===== config.mk =====
export PLATFORM = sky130hd
export DESIGN_NAME = erc_core
export DESIGN_NICKNAME = d
export VERILOG_FILES = /design/src/erc_pkg.sv /design/src/erc_core.sv
export SDC_FILE = /design/constraint.sdc
export NUM_CORES = 1
export LEC_CHECK = 0
export ABC_CLOCK_PERIOD_IN_PS = 7500
export BUFFER_PORTS_ARGS = -buffer_cell sky130_fd_sc_hd__buf_2
export CAP_MARGIN = 40
export CORE_UTILIZATION = 63
export DETAILED_ROUTE_END_ITERATION = 12
export GPL_ROUTABILITY_DRIVEN = 1
export GPL_TIMING_DRIVEN = 1
export PLACE_DENSITY = 0.82
export SLEW_MARGIN = 20
export SYNTH_ARGS = -nofsm -noshare
export SYNTH_HDL_FRONTEND = slang
export SYNTH_SLANG_ARGS = --single-unit

===== constraint.sdc =====
create_clock -name clock -period 7.5 [get_ports clock]
set_clock_uncertainty 0.1 [all_clocks]
set_input_delay 1.5 -clock clock [delete_from_list [all_inputs] [get_ports clock]]
set_output_delay 1.5 -clock clock [all_outputs]
set_load 0.005 [all_outputs]

===== src/erc_pkg.sv =====
// ==========================================================
// shared constants of the 8-bit core
package erc_pkg;

  // widths
  localparam int INSN_W = 12;  // one instruction per program word
  localparam int DATA_W = 8;  // alu and register width
  localparam int PC_W = 11;  // reaches the larger program store
  localparam int RF_AW = 5;  // register file address width
  localparam int RF_DEPTH = 32;
  localparam int NIB_W = 4;  // low nibble for the nibble carry

  // program store sizes, in 12-bit words
  localparam int PM_SMALL_WORDS = 512;
  localparam int PM_LARGE_WORDS = 2048;
  localparam logic [PC_W-1:0] PC_SMALL_MASK = PC_W'(PM_SMALL_WORDS - 1);
  localparam logic [PC_W-1:0] PC_LARGE_MASK = PC_W'(PM_LARGE_WORDS - 1);
  localparam logic [PC_W-1:0] RESET_VECTOR = 11'h000;

  // register file map
  localparam logic [RF_AW-1:0] ADDR_INDIRECT = 5'h00;
  localparam logic [RF_AW-1:0] ADDR_PCL = 5'h02;
  localparam logic [RF_AW-1:0] ADDR_STATUS = 5'h03;
  localparam logic [RF_AW-1:0] ADDR_FSR = 5'h04;
  localparam logic [RF_AW-1:0] ADDR_GPR_FIRST = 5'h05;

  // status bit positions and reset values
  localparam int ST_C = 0;
  localparam int ST_DC = 1;
  localparam int ST_Z = 2;
  localparam int ST_PAGE = 5;
  localparam logic [DATA_W-1:0] STATUS_RESET = 8'h00;
  localparam logic [DATA_W-1:0] ACC_RESET = 8'h00;
  localparam logic [DATA_W-1:0] FSR_RESET = 8'h00;

  // instruction classes, top two bits
  localparam logic [1:0] CLS_FILE = 2'h0;
  localparam logic [1:0] CLS_BIT = 2'h1;
  localparam logic [1:0] CLS_LIT = 2'h2;
  localparam logic [1:0] CLS_GOTO = 2'h3;

  // file operations, bits 9:6
  localparam logic [3:0] OP_MOVWF = 4'h0;  // destination clear: no operation
  localparam logic [3:0] OP_CLR = 4'h1;
  localparam logic [3:0] OP_SUB = 4'h2;  // subtract_acc_from_file
  localparam logic [3:0] OP_DEC = 4'h3;
  localparam logic [3:0] OP_IOR = 4'h4;
  localparam logic [3:0] OP_AND = 4'h5;
  localparam logic [3:0] OP_XOR = 4'h6;
  localparam logic [3:0] OP_ADD = 4'h7;  // add_acc_to_file
  localparam logic [3:0] OP_MOVF = 4'h8;
  localparam logic [3:0] OP_COMF = 4'h9;
  localparam logic [3:0] OP_INC = 4'hA;
  localparam logic [3:0] OP_DECSZ = 4'hB;
  localparam logic [3:0] OP_RRF = 4'hC;
  localparam logic [3:0] OP_RLF = 4'hD;
  localparam logic [3:0] OP_SWAP = 4'hE;
  localparam logic [3:0] OP_INCSZ = 4'hF;

  // literal operations, bits 9:8
  localparam logic [1:0] LOP_MOV = 2'h0;
  localparam logic [1:0] LOP_AND = 2'h1;
  localparam logic [1:0] LOP_IOR = 2'h2;
  localparam logic [1:0] LOP_XOR = 2'h3;

  // bit operations, bits 9:8
  localparam logic [1:0] BOP_CLR = 2'h0;
  localparam logic [1:0] BOP_SET = 2'h1;
  localparam logic [1:0] BOP_SKC = 2'h2;
  localparam logic [1:0] BOP_SKS = 2'h3;

  // quarter clock divider
  localparam int QDIV_W = 2;  // four input cycles per output cycle

  // pipeline state
  typedef enum logic [1:0] {
    PIPE_FLUSH = 2'b01,  // fetched word is discarded
    PIPE_EXEC = 2'b10  // fetched word executes
  } erc_pipe_e;

endpackage


===== src/erc_core.sv =====
`timescale 1ns/1ps
// Functional notes
// - instruction word is twelve bits wide
// - one instruction fetched per cycle
// - fetch overlaps execution in two stages
// - non-branch instructions take one cycle
// - branches take two cycles, discarding prefetch
// - program store 512 or 2048 words
// - separate program and data buses
// - special registers and pc in data map
// - direct and indirect register addressing
// - eight-bit alu: add, sub, shift, logic
// - arithmetic is two's complement
// - two operands: accumulator plus file/literal
// - one operand: accumulator or file
// - accumulator eight bits, no address
// - alu updates carry, nibble carry, zero
// - subtraction carries act as inverted borrows
// - rc mode drives quarter-rate clock out
module erc_core
  import erc_pkg::*;
(
  // clock and reset
  input wire logic clock,
  input wire logic rstn,
  // device pins
  input wire logic external_reset_n,
  input wire logic rc_mode,
  input wire logic small_variant,
  output logic quarter_clock_output,
  // program memory bus
  output logic [PC_W-1:0] prog_addr,
  input wire logic [INSN_W-1:0] prog_data,
  // visible core state
  output logic [DATA_W-1:0] acc_out,
  output logic [DATA_W-1:0] status_out
);

  // ==========================================================
  // pin synchronisers
  logic [1:0] rst_pin_sync_reg;  // external_reset_n, two flops
  logic [1:0] rc_sync_reg;  // rc_mode, two flops
  logic [1:0] small_sync_reg;  // small_variant, two flops
  logic core_rst;  // any reset source

  // pins come from outside the clock domain
  always_ff @(posedge clock)
  begin
    rst_pin_sync_reg <= {rst_pin_sync_reg[0], external_reset_n};
    rc_sync_reg <= {rc_sync_reg[0], rc_mode};
    small_sync_reg <= {small_sync_reg[0], small_variant};
  end

  // a low pin level is a reset request, not an edge
  assign core_rst = !rstn || !rst_pin_sync_reg[1];

  // ==========================================================
  // core state
  logic [PC_W-1:0] pc_reg, pc_next;  // fetch address
  logic [INSN_W-1:0] ir_reg;  // instruction being executed
  erc_pipe_e pipe_reg, pipe_next;
  logic [DATA_W-1:0] acc_reg, acc_next;  // not in the file map
  logic [DATA_W-1:0] status_reg, status_next;
  logic [DATA_W-1:0] fsr_reg, fsr_next;  // indirect pointer
  logic [DATA_W-1:0] ram [RF_DEPTH];  // general registers
  logic [QDIV_W-1:0] qdiv_reg;  // quarter clock phase
  logic qclk_reg;

  // ==========================================================
  // decode
  logic cls_file, cls_bit, cls_lit, cls_goto;
  logic [3:0] fop;
  logic [1:0] sop;
  logic dest_file;
  logic [RF_AW-1:0] fdirect, faddr;
  logic [2:0] bit_sel;
  logic [DATA_W-1:0] lit;
  logic executing;

  assign executing = pipe_reg == PIPE_EXEC;
  assign cls_file = ir_reg[11:10] == CLS_FILE;
  assign cls_bit = ir_reg[11:10] == CLS_BIT;
  assign cls_lit = ir_reg[11:10] == CLS_LIT;
  assign cls_goto = ir_reg[11:10] == CLS_GOTO;
  assign fop = ir_reg[9:6];
  assign sop = ir_reg[9:8];
  assign dest_file = ir_reg[5];
  assign bit_sel = ir_reg[7:5];
  assign lit = ir_reg[7:0];
  assign fdirect = ir_reg[4:0];
  // address zero reaches the register that the pointer names
  assign faddr = (fdirect == ADDR_INDIRECT) ? fsr_reg[RF_AW-1:0] : fdirect;

  // ==========================================================
  // data bus read, separate from the program bus
  logic [DATA_W-1:0] fval;
  // special registers read like any file, pc low byte included
  assign fval = (faddr == ADDR_INDIRECT) ? '0 :
                (faddr == ADDR_PCL) ? pc_reg[DATA_W-1:0] :
                (faddr == ADDR_STATUS) ? status_reg :
                (faddr == ADDR_FSR) ? fsr_reg : ram[faddr];

  // ==========================================================
  // alu
  logic [DATA_W:0] add_sum, sub_sum;
  logic [NIB_W:0] add_nib, sub_nib;
  logic [DATA_W-1:0] inc_v, dec_v, bit_mask;
  logic cin;

  assign cin = status_reg[ST_C];
  // file plus accumulator, two's complement wraps
  assign add_sum = {1'b0, fval} + {1'b0, acc_reg};
  assign add_nib = {1'b0, fval[NIB_W-1:0]} + {1'b0, acc_reg[NIB_W-1:0]};
  // file minus accumulator as file plus inverted accumulator plus one;
  // the carry out is then high exactly when no borrow happened
  assign sub_sum = {1'b0, fval} + {1'b0, ~acc_reg} + 9'h001;
  assign sub_nib = {1'b0, fval[NIB_W-1:0]} + {1'b0, ~acc_reg[NIB_W-1:0]} + 5'h01;
  assign inc_v = fval + 8'h01;
  assign dec_v = fval - 8'h01;
  assign bit_mask = 8'h01 << bit_sel;

  logic [DATA_W-1:0] res;
  logic res_valid, upd_z, upd_c, upd_dc, new_c, new_dc;
  logic wr_file, wr_acc, skip;

  // result and flag selection for the instruction in execute
  always_comb
  begin
    res = fval;
    upd_z = 1'b0;
    upd_c = 1'b0;
    upd_dc = 1'b0;
    new_c = cin;
    new_dc = status_reg[ST_DC];
    skip = 1'b0;
    res_valid = 1'b1;
    if (cls_file)
    begin
      // single operand forms act on file or accumulator
      unique case (fop)
        OP_MOVWF: begin res = acc_reg; res_valid = dest_file; end
        OP_CLR: begin res = '0; upd_z = 1'b1; end
        OP_SUB:
        begin
          res = sub_sum[DATA_W-1:0];
          {upd_z, upd_c, upd_dc} = 3'h7;
          new_c = sub_sum[DATA_W];
          new_dc = sub_nib[NIB_W];
        end
        OP_DEC: begin res = dec_v; upd_z = 1'b1; end
        OP_IOR: begin res = fval | acc_reg; upd_z = 1'b1; end
        OP_AND: begin res = fval & acc_reg; upd_z = 1'b1; end
        OP_XOR: begin res = fval ^ acc_reg; upd_z = 1'b1; end
        OP_ADD:
        begin
          res = add_sum[DATA_W-1:0];
          {upd_z, upd_c, upd_dc} = 3'h7;
          new_c = add_sum[DATA_W];
          new_dc = add_nib[NIB_W];
        end
        OP_MOVF: begin res = fval; upd_z = 1'b1; end
        OP_COMF: begin res = ~fval; upd_z = 1'b1; end
        OP_INC: begin res = inc_v; upd_z = 1'b1; end
        OP_DECSZ: begin res = dec_v; skip = dec_v == '0; end
        // rotates run through the carry
        OP_RRF: begin res = {cin, fval[DATA_W-1:1]}; upd_c = 1'b1; new_c = fval[0]; end
        OP_RLF: begin res = {fval[DATA_W-2:0], cin}; upd_c = 1'b1; new_c = fval[DATA_W-1]; end
        OP_SWAP: res = {fval[NIB_W-1:0], fval[DATA_W-1:NIB_W]};
        OP_INCSZ: begin res = inc_v; skip = inc_v == '0; end
      endcase
    end
    else if (cls_bit)
    begin
      unique case (sop)
        BOP_CLR: res = fval & ~bit_mask;
        BOP_SET: res = fval | bit_mask;
        BOP_SKC: begin res_valid = 1'b0; skip = (fval & bit_mask) == '0; end
        BOP_SKS: begin res_valid = 1'b0; skip = (fval & bit_mask) != '0; end
      endcase
    end
    else if (cls_lit)
    begin
      // literal is the second operand
      upd_z = sop != LOP_MOV;
      unique case (sop)
        LOP_MOV: res = lit;
        LOP_AND: res = lit & acc_reg;
        LOP_IOR: res = lit | acc_reg;
        LOP_XOR: res = lit ^ acc_reg;
      endcase
    end
    else
    begin
      res_valid = 1'b0;
    end
  end

  // destination: bit clear/set and d=1 write the file, literals the accumulator
  assign wr_file = executing && res_valid && (cls_bit || (cls_file && dest_file));
  assign wr_acc = executing && res_valid && (cls_lit || (cls_file && !dest_file));

  // ==========================================================
  // next state and program flow
  logic pcl_write, take_branch;
  logic [PC_W-1:0] pc_mask, pc_inc, goto_target, pcl_target;

  // the small variant wraps inside its smaller store
  assign pc_mask = small_sync_reg[1] ? PC_SMALL_MASK : PC_LARGE_MASK;
  assign pc_inc = (pc_reg + 11'h001) & pc_mask;
  assign goto_target = {status_reg[ST_PAGE], ir_reg[9:0]} & pc_mask;
  assign pcl_target = {status_reg[ST_PAGE], 2'h0, res} & pc_mask;
  assign pcl_write = wr_file && faddr == ADDR_PCL;
  // a taken branch or skip spoils the prefetched word
  assign take_branch = executing && (cls_goto || skip || pcl_write);

  // one word fetched each cycle while the previous one executes
  always_comb
  begin
    pc_next = pc_inc;
    if (executing && cls_goto)
      pc_next = goto_target;
    else if (pcl_write)
      pc_next = pcl_target;
    // non-branch instructions retire every cycle
    pipe_next = take_branch ? PIPE_FLUSH : PIPE_EXEC;
  end

  // register file side effects
  always_comb
  begin
    acc_next = wr_acc ? res : acc_reg;
    fsr_next = (wr_file && faddr == ADDR_FSR) ? res : fsr_reg;
    status_next = status_reg;
    if (executing)
    begin
      if (upd_z)
        status_next[ST_Z] = res == '0;
      if (upd_c)
        status_next[ST_C] = new_c;
      if (upd_dc)
        status_next[ST_DC] = new_dc;
    end
    // an explicit write to status overrides the flag update
    if (wr_file && faddr == ADDR_STATUS)
      status_next = res;
  end

  // ==========================================================
  // pipeline and program counter
  always_ff @(posedge clock)
  begin
    if (core_rst)
    begin
      pc_reg <= RESET_VECTOR;
      ir_reg <= '0;
      pipe_reg <= PIPE_FLUSH;  // nothing fetched yet
    end
    else
    begin
      pc_reg <= pc_next;
      ir_reg <= prog_data;
      pipe_reg <= pipe_next;
    end
  end

  // working registers
  always_ff @(posedge clock)
  begin
    if (core_rst)
    begin
      acc_reg <= ACC_RESET;
      status_reg <= STATUS_RESET;
      fsr_reg <= FSR_RESET;
    end
    else
    begin
      acc_reg <= acc_next;
      status_reg <= status_next;
      fsr_reg <= fsr_next;
    end
  end

  // general registers keep their contents through reset
  always_ff @(posedge clock)
  begin
    if (!core_rst && wr_file && faddr >= ADDR_GPR_FIRST)
      ram[faddr] <= res;
  end

  // ==========================================================
  // quarter rate clock output, rc mode only
  always_ff @(posedge clock)
  begin
    if (core_rst)
    begin
      qdiv_reg <= '0;
      qclk_reg <= 1'b0;
    end
    else
    begin
      qdiv_reg <= qdiv_reg + QDIV_W'(1);
      // high for two of four input cycles; held low outside rc mode
      qclk_reg <= rc_sync_reg[1] && qdiv_reg[QDIV_W-1];
    end
  end

  // ==========================================================
  // outputs, all from flops
  assign prog_addr = pc_reg;
  assign acc_out = acc_reg;
  assign status_out = status_reg;
  assign quarter_clock_output = qclk_reg;

endmodule


Yosys cells after proc, flatten, opt, wreduce, memory -nomap -nowiden
Memories as Yosys holds them, arrays and structs flattened.
Index checks and enable logic that the tools add are counted.
{"block": "totals", "ff_bits": 58, "latch_bits": 0, "ram_bits": 256, "romBits": 0, "in_bits": 17, "out_inout_bits": 28, "word_cells": 160, "mem_count": 1}
{"block": "classes", "addsub": 10, "multipliers": 0, "div": 0, "order_cmp": 1, "eq_ne": 25, "shifts": 1, "mux": 43, "bitwise_logic": 16, "reduce_logical": 49}
{"memory": "ram", "words": 32, "word_bits": 8, "rd": 1, "rd_clocked_by_memory_dff": 0, "wr": 1, "line_no": "erc_core.sv:65", "text": "logic [DATA_W-1:0] ram [RF_DEPTH];"}
{"op": "8-bit case mux with 14 select lines", "n": 1}
{"op": "8-bit two-way mux", "n": 7}
{"op": "11-bit bitwise AND", "n": 3}
{"op": "11-bit two-way mux", "n": 3}
{"op": "8-bit bitwise AND", "n": 4}
{"op": "4-bit equality test, second input constant", "n": 8}
{"op": "8-bit logical NOT", "n": 4}
{"op": "8-bit case mux with 4 select lines", "n": 1}
{"op": "8-bit inverter", "n": 3}
{"op": "8-bit bitwise OR", "n": 3}
{"op": "1-bit two-way mux", "n": 22}
{"op": "8-bit by 8-bit adder with 9-bit output", "n": 2}
{"op": "4-bit by 3-bit equality test with 1-bit output, second input constant", "n": 4}
{"op": "8-bit case mux with 2 select lines", "n": 1}
{"op": "8-bit XOR", "n": 2}
{"op": "1-bit logical AND", "n": 13}
{"op": "2-bit nonzero test", "n": 6}
{"op": "11-bit by 1-bit adder with 11-bit output, second input constant", "n": 1}
{"op": "4-bit by 4-bit adder with 5-bit output", "n": 2}
{"op": "2-bit equality test, second input constant", "n": 5}
{"op": "5-bit by 2-bit equality test with 1-bit output, second input constant", "n": 2}
{"op": "5-bit logical NOT", "n": 2}
{"op": "10-bit OR reduction", "n": 1}
{"op": "9-bit by 1-bit adder with 9-bit output, second input constant", "n": 1}
{"op": "other kinds (27)", "n": 44}

Depth between registers and ports, before layout
{"block": "logic_depth", "word_depth": 16, "depth_mapped": 25, "depth_no_buf": 22}

Least setup slack after synthesis
No wires, ideal clock.
{"block": "synth_path", "kind": "register -> register", "startpoint": "register ir_reg[4]", "endpoint": "register status_reg[2], in the netlist status_out[2]", "setup_ns": 0.116, "t_arrival_ns": 5.506, "slack_ns": 1.778, "stages_incl_launch_ff": 25, "synth_period_minus_slack_ns": 5.722, "cell_sequence": "dfxtp_1 buf_2 o21bai_1 o31ai_4 nor2_1 buf_2 a221oi_1 o211ai_1 o211ai_2 nand2_1 inv_2 ha_1 inv_1 fa_1 nand2_1 o21ai_0 o22ai_1 a221oi_1 o21ai_0 a31oi_1 o2111a_1 nor4_2 or3b_2 nor4bb_1 a31o_1"}
{"block": "synth_via", "elab_chain_cells": 15, "elab_cells_between_ends": 39}
{"element": "start, declared", "line_no": "erc_core.sv:60", "text": "logic [INSN_W-1:0] ir_reg;"}
{"element": "start signal, assigned", "line_no": "erc_core.sv:261", "text": "ir_reg <= prog_data;"}
{"element": "5-bit logical NOT", "line_no": "erc_core.sv:92", "text": "assign faddr = (fdirect == ADDR_INDIRECT) ? fsr_reg[RF_AW-1:0] : fdirect;"}
{"element": "5-bit two-way mux", "line_no": "erc_core.sv:92"}
{"element": "memory 32 x 8 bit or 5-bit by 3-bit equality test with 1-bit output (tied branches)"}
{"element": "8-bit two-way mux", "line_no": "erc_core.sv:101", "text": "(faddr == ADDR_FSR) ? fsr_reg : ram[faddr];"}
{"element": "8-bit two-way mux", "line_no": "erc_core.sv:100", "text": "(faddr == ADDR_STATUS) ? status_reg :"}
{"element": "8-bit two-way mux", "line_no": "erc_core.sv:99", "text": "(faddr == ADDR_PCL) ? pc_reg[DATA_W-1:0] :"}
{"element": "8-bit two-way mux", "line_no": "erc_core.sv:98", "text": "assign fval = (faddr == ADDR_INDIRECT) ? '0 :"}
{"element": "8-bit by 8-bit adder with 9-bit output, or another cell as far along", "line_no": "erc_core.sv:116", "text": "assign sub_sum = {1'b0, fval} + {1'b0, ~acc_reg} + 9'h001;"}
{"element": "9-bit by 1-bit adder with 9-bit output or 8-bit case mux with 2 select lines (tied branches)", "line_no": "erc_core.sv:116, erc_core.sv:174"}
{"element": "8-bit case mux with 14 select lines or 8-bit two-way mux (tied branches)", "line_no": "erc_core.sv:140, erc_core.sv:172"}
{"element": "8-bit two-way mux", "line_no": "erc_core.sv:137", "text": "if (cls_file)"}
{"element": "8-bit logical NOT", "line_no": "erc_core.sv:237", "text": "status_next[ST_Z] = res == '0;"}
{"element": "1-bit two-way mux", "line_no": "erc_core.sv:236", "text": "if (upd_z)"}
{"element": "3-bit two-way mux", "line_no": "erc_core.sv:234", "text": "if (executing)"}
{"element": "3-bit two-way mux", "line_no": "erc_core.sv:244", "text": "if (wr_file && faddr == ADDR_STATUS)"}
{"element": "end signal, assigned", "line_no": "erc_core.sv:278", "text": "status_reg <= status_next;"}
{"element": "end, declared", "line_no": "erc_core.sv:63", "text": "logic [DATA_W-1:0] status_reg, status_next;"}
Several ways; a longest one is shown, not always the timed one. The select of a mux whose other input is x is not followed.
A chain may end at the register's enable or synchronous reset.

Final worst setup path
{"block": "layout_path", "startpoint": "register ir_reg[0]", "endpoint": "register status_reg[2], in the netlist status_out[2]"}
Same word-level chain as after synthesis.

==> metrics <==
Final Max Tran Viols=0; DIE WIDTH=162 µm; Worst setup SP type=flip-flop; GPL Wtd Cong=0.979; Initial Utilization=0.642; status=finished, final reports clean; Iteration-0 DRC Markers=2209; Worst-path clk slew=0.07 ns; initial antenna violation count=0; share of cells above drive strength 1=0.140; Post-synth EDFFs=256; CP endpoint kind=flip-flop; most frequent cells in the layout=edfxtp_1 (256), nand2_1 (145), nor2_1 (115); R2R Path Start=ir_reg[0]; pin count of the biggest net entering global routing=60; Clock Path Buffers=3; final period utilization=0.953; Largest register FFs=256; worst reg2reg endpoint=status_out[2]; FMAX=140 MHz; fin util=0.719; Leak=6.31 nW; worst hold start=rc_sync_reg[0]; clk sink count=314; CP Launch Point=ir_reg[0]; Slew headroom=0.276; Diodes inserted=0; most common cell after layout, fill and taps aside=edfxtp_1; Max Cap Viol=0; TritonCTS clock tree=done; Hold Vio Cnt, Final=0; Die Y-Extent=162 µm; Setup violations, final=0; count of hold buffers inserted by post-cts repair=0; Routed WL=57500 µm; Core Area=25100 µm²; critical path arrival=7.56 ns; Total GRT Usage=0.438; Post-Synthesis Cells=1443; asr flop ratio synth=0; VDD IR-drop max=258 µV; number of synthesized register bits=314; I/O Pins=45; Crit Path Class=reg -> reg; FILL cells=1678; commonest register cell after synthesis=edfxtp_1; R2R depth=21; H-tree Lvls=1; worst skew pair latency=0.57 ns; HP Class=reg -> reg; cts bufs inserted=30; RSZ-0062 raised after global routing=false; Setup Fix Bufs, Post-CTS=0; # rows=58; antenna viol nets, final=0; fin nets=1593; vias=14000; post-synthesis sequential area ratio=0.549; post-layout minimum cycle time=7.15 ns; post-route setup TNS=0 ns; Crit Path Max Fanout=59; unique cell type count in the Yosys netlist=103; Yosys warning total=0; CP required=7.91 ns; first-pass GRT wire length=84800 µm; grt total ovfl=0; Worst-Margin Slew=1.09 ns; DRC errors left=0; Routed WL per cell=30.5 µm; CTS Root Cell=clkbuf_16; die area=26200 µm²; WHS Endpoint=rc_sync_reg[1]; area grow syn2layout=12.1%; Mapped Avg Cell Area=11.2 µm²; PwrDens=229 nW/µm²; I/O Buffers=44; Post-Syn Area=16100 µm²; Final HPWL DP=37100 µm; Resized Gates After CTS=0; Power, Total=4.13 mW; vias in the first global route=13300; hold depth=0; vias per cell=7.41; First-pass DRT Iterations=8; reg2reg setup slack=0.35 ns
[routing by layer]
metal	up-vias	wire length (µm)	GRT usage
met4	0	4260	0.267
met5	-	0	0.00947
met1	6622	19400	0.550
li1	5756	-	-
met3	307	6880	0.0817
met2	1299	26900	0.708
[worst max-delay path by stage]
stage	to	depth (start not counted)	slack (ns)
finish	status_out[2]	21	0.35
global route	acc_out[7]	21	0.05
CTS	acc_out[7]	21	0.42
detailed placement	acc_out[7]	21	0.61
global placement	ram[7][3]	16	0.62
floorplan	status_out[2]	24	1.78
[per-stage QoR]
stage	area [µm²]	cells	setup WS, ns	hold WS [ns]
6_report	18100	1886	0.354	0.231
5_1_grt	18100	1886	0.0475	0.238
4_1_cts	18000	1877	0.417	0.228
3_5_place_dp	17000	1821	0.615	0.213
3_3_place_gp	16900	1817	0.623	0.210
2_1_floorplan	16300	1482	1.78	0.210
[power by group]
group	internal (mW)	leakage (nW)	switching (mW)
Clock	0.901	0.488	0.678
Sequential	1.96	2.93	0.0173
Combinational	0.166	2.89	0.411
Total	3.03	6.31	1.11
[area by class of cell]
type / instances / area, µm² / share of cell area
flip-flops and latches: 314 / 8850 / 0.490
multi-input cells: 1033 / 6860 / 0.380
clock buffers: 37 / 798 / 0.0442
repair buffers: 109 / 752 / 0.0416
well taps: 330 / 413 / 0.0229
clock inverters: 19 / 224 / 0.0124
inverters: 44 / 168 / 0.00928
[synthesized netlist by cell type, types with 16 or more instances]
cell	count	area, µm²
edfxtp_1	256	7690
nand2_1	145	544
nor2_1	116	435
a21oi_1	70	350
dfxtp_1	58	1160
nor3_1	52	260
o21ai_0	51	255
clkbuf_1	43	161
mux2i_1	43	430
ha_1	42	526
a31oi_1	41	257
o221ai_1	37	324
inv_1	34	128
nand3_1	31	155
buf_2	30	150
a211oi_1	28	210
a221oi_1	27	236
nor2b_1	22	138
and3_1	18	113
nand2b_1	16	100
o311a_1	16	160
[worst max-delay path, stage by stage (launching register included)]
cell	delay [ns]
dfxtp_1	0.53
nor2b_1	0.57
a21o_4	0.51
buf_12	0.37
mux2i_1	0.15
a221oi_1	0.45
o311ai_1	0.32
a21oi_2	0.57
inv_2	0.27
ha_1	0.42
nor3b_1	0.19
a22oi_1	0.22
nand3_1	0.13
a221oi_1	0.22
o211ai_1	0.13
nor4_1	0.28
nand4_1	0.16
a211oi_1	0.26
o2111ai_1	0.14
o32a_2	0.63
nor2_1	0.20
a31o_1	0.15
[cells by family (layout without fill, tap and decap cells)]
group,Yosys count,count (layout),share of synthesized area
AOI/OAI and AO/OA,418,418,0.194
xor gates and xnor gates,16,16,0.00869
adders and majority gates,44,44,0.0351
buffers and inverters,135,209,0.0379
DFF,314,314,0.549
muxes,52,52,0.0386
other,1,40,0.000233
and+or+nand+nor,463,463,0.137
No activity file was read; power rests on OpenSTA's default activity.
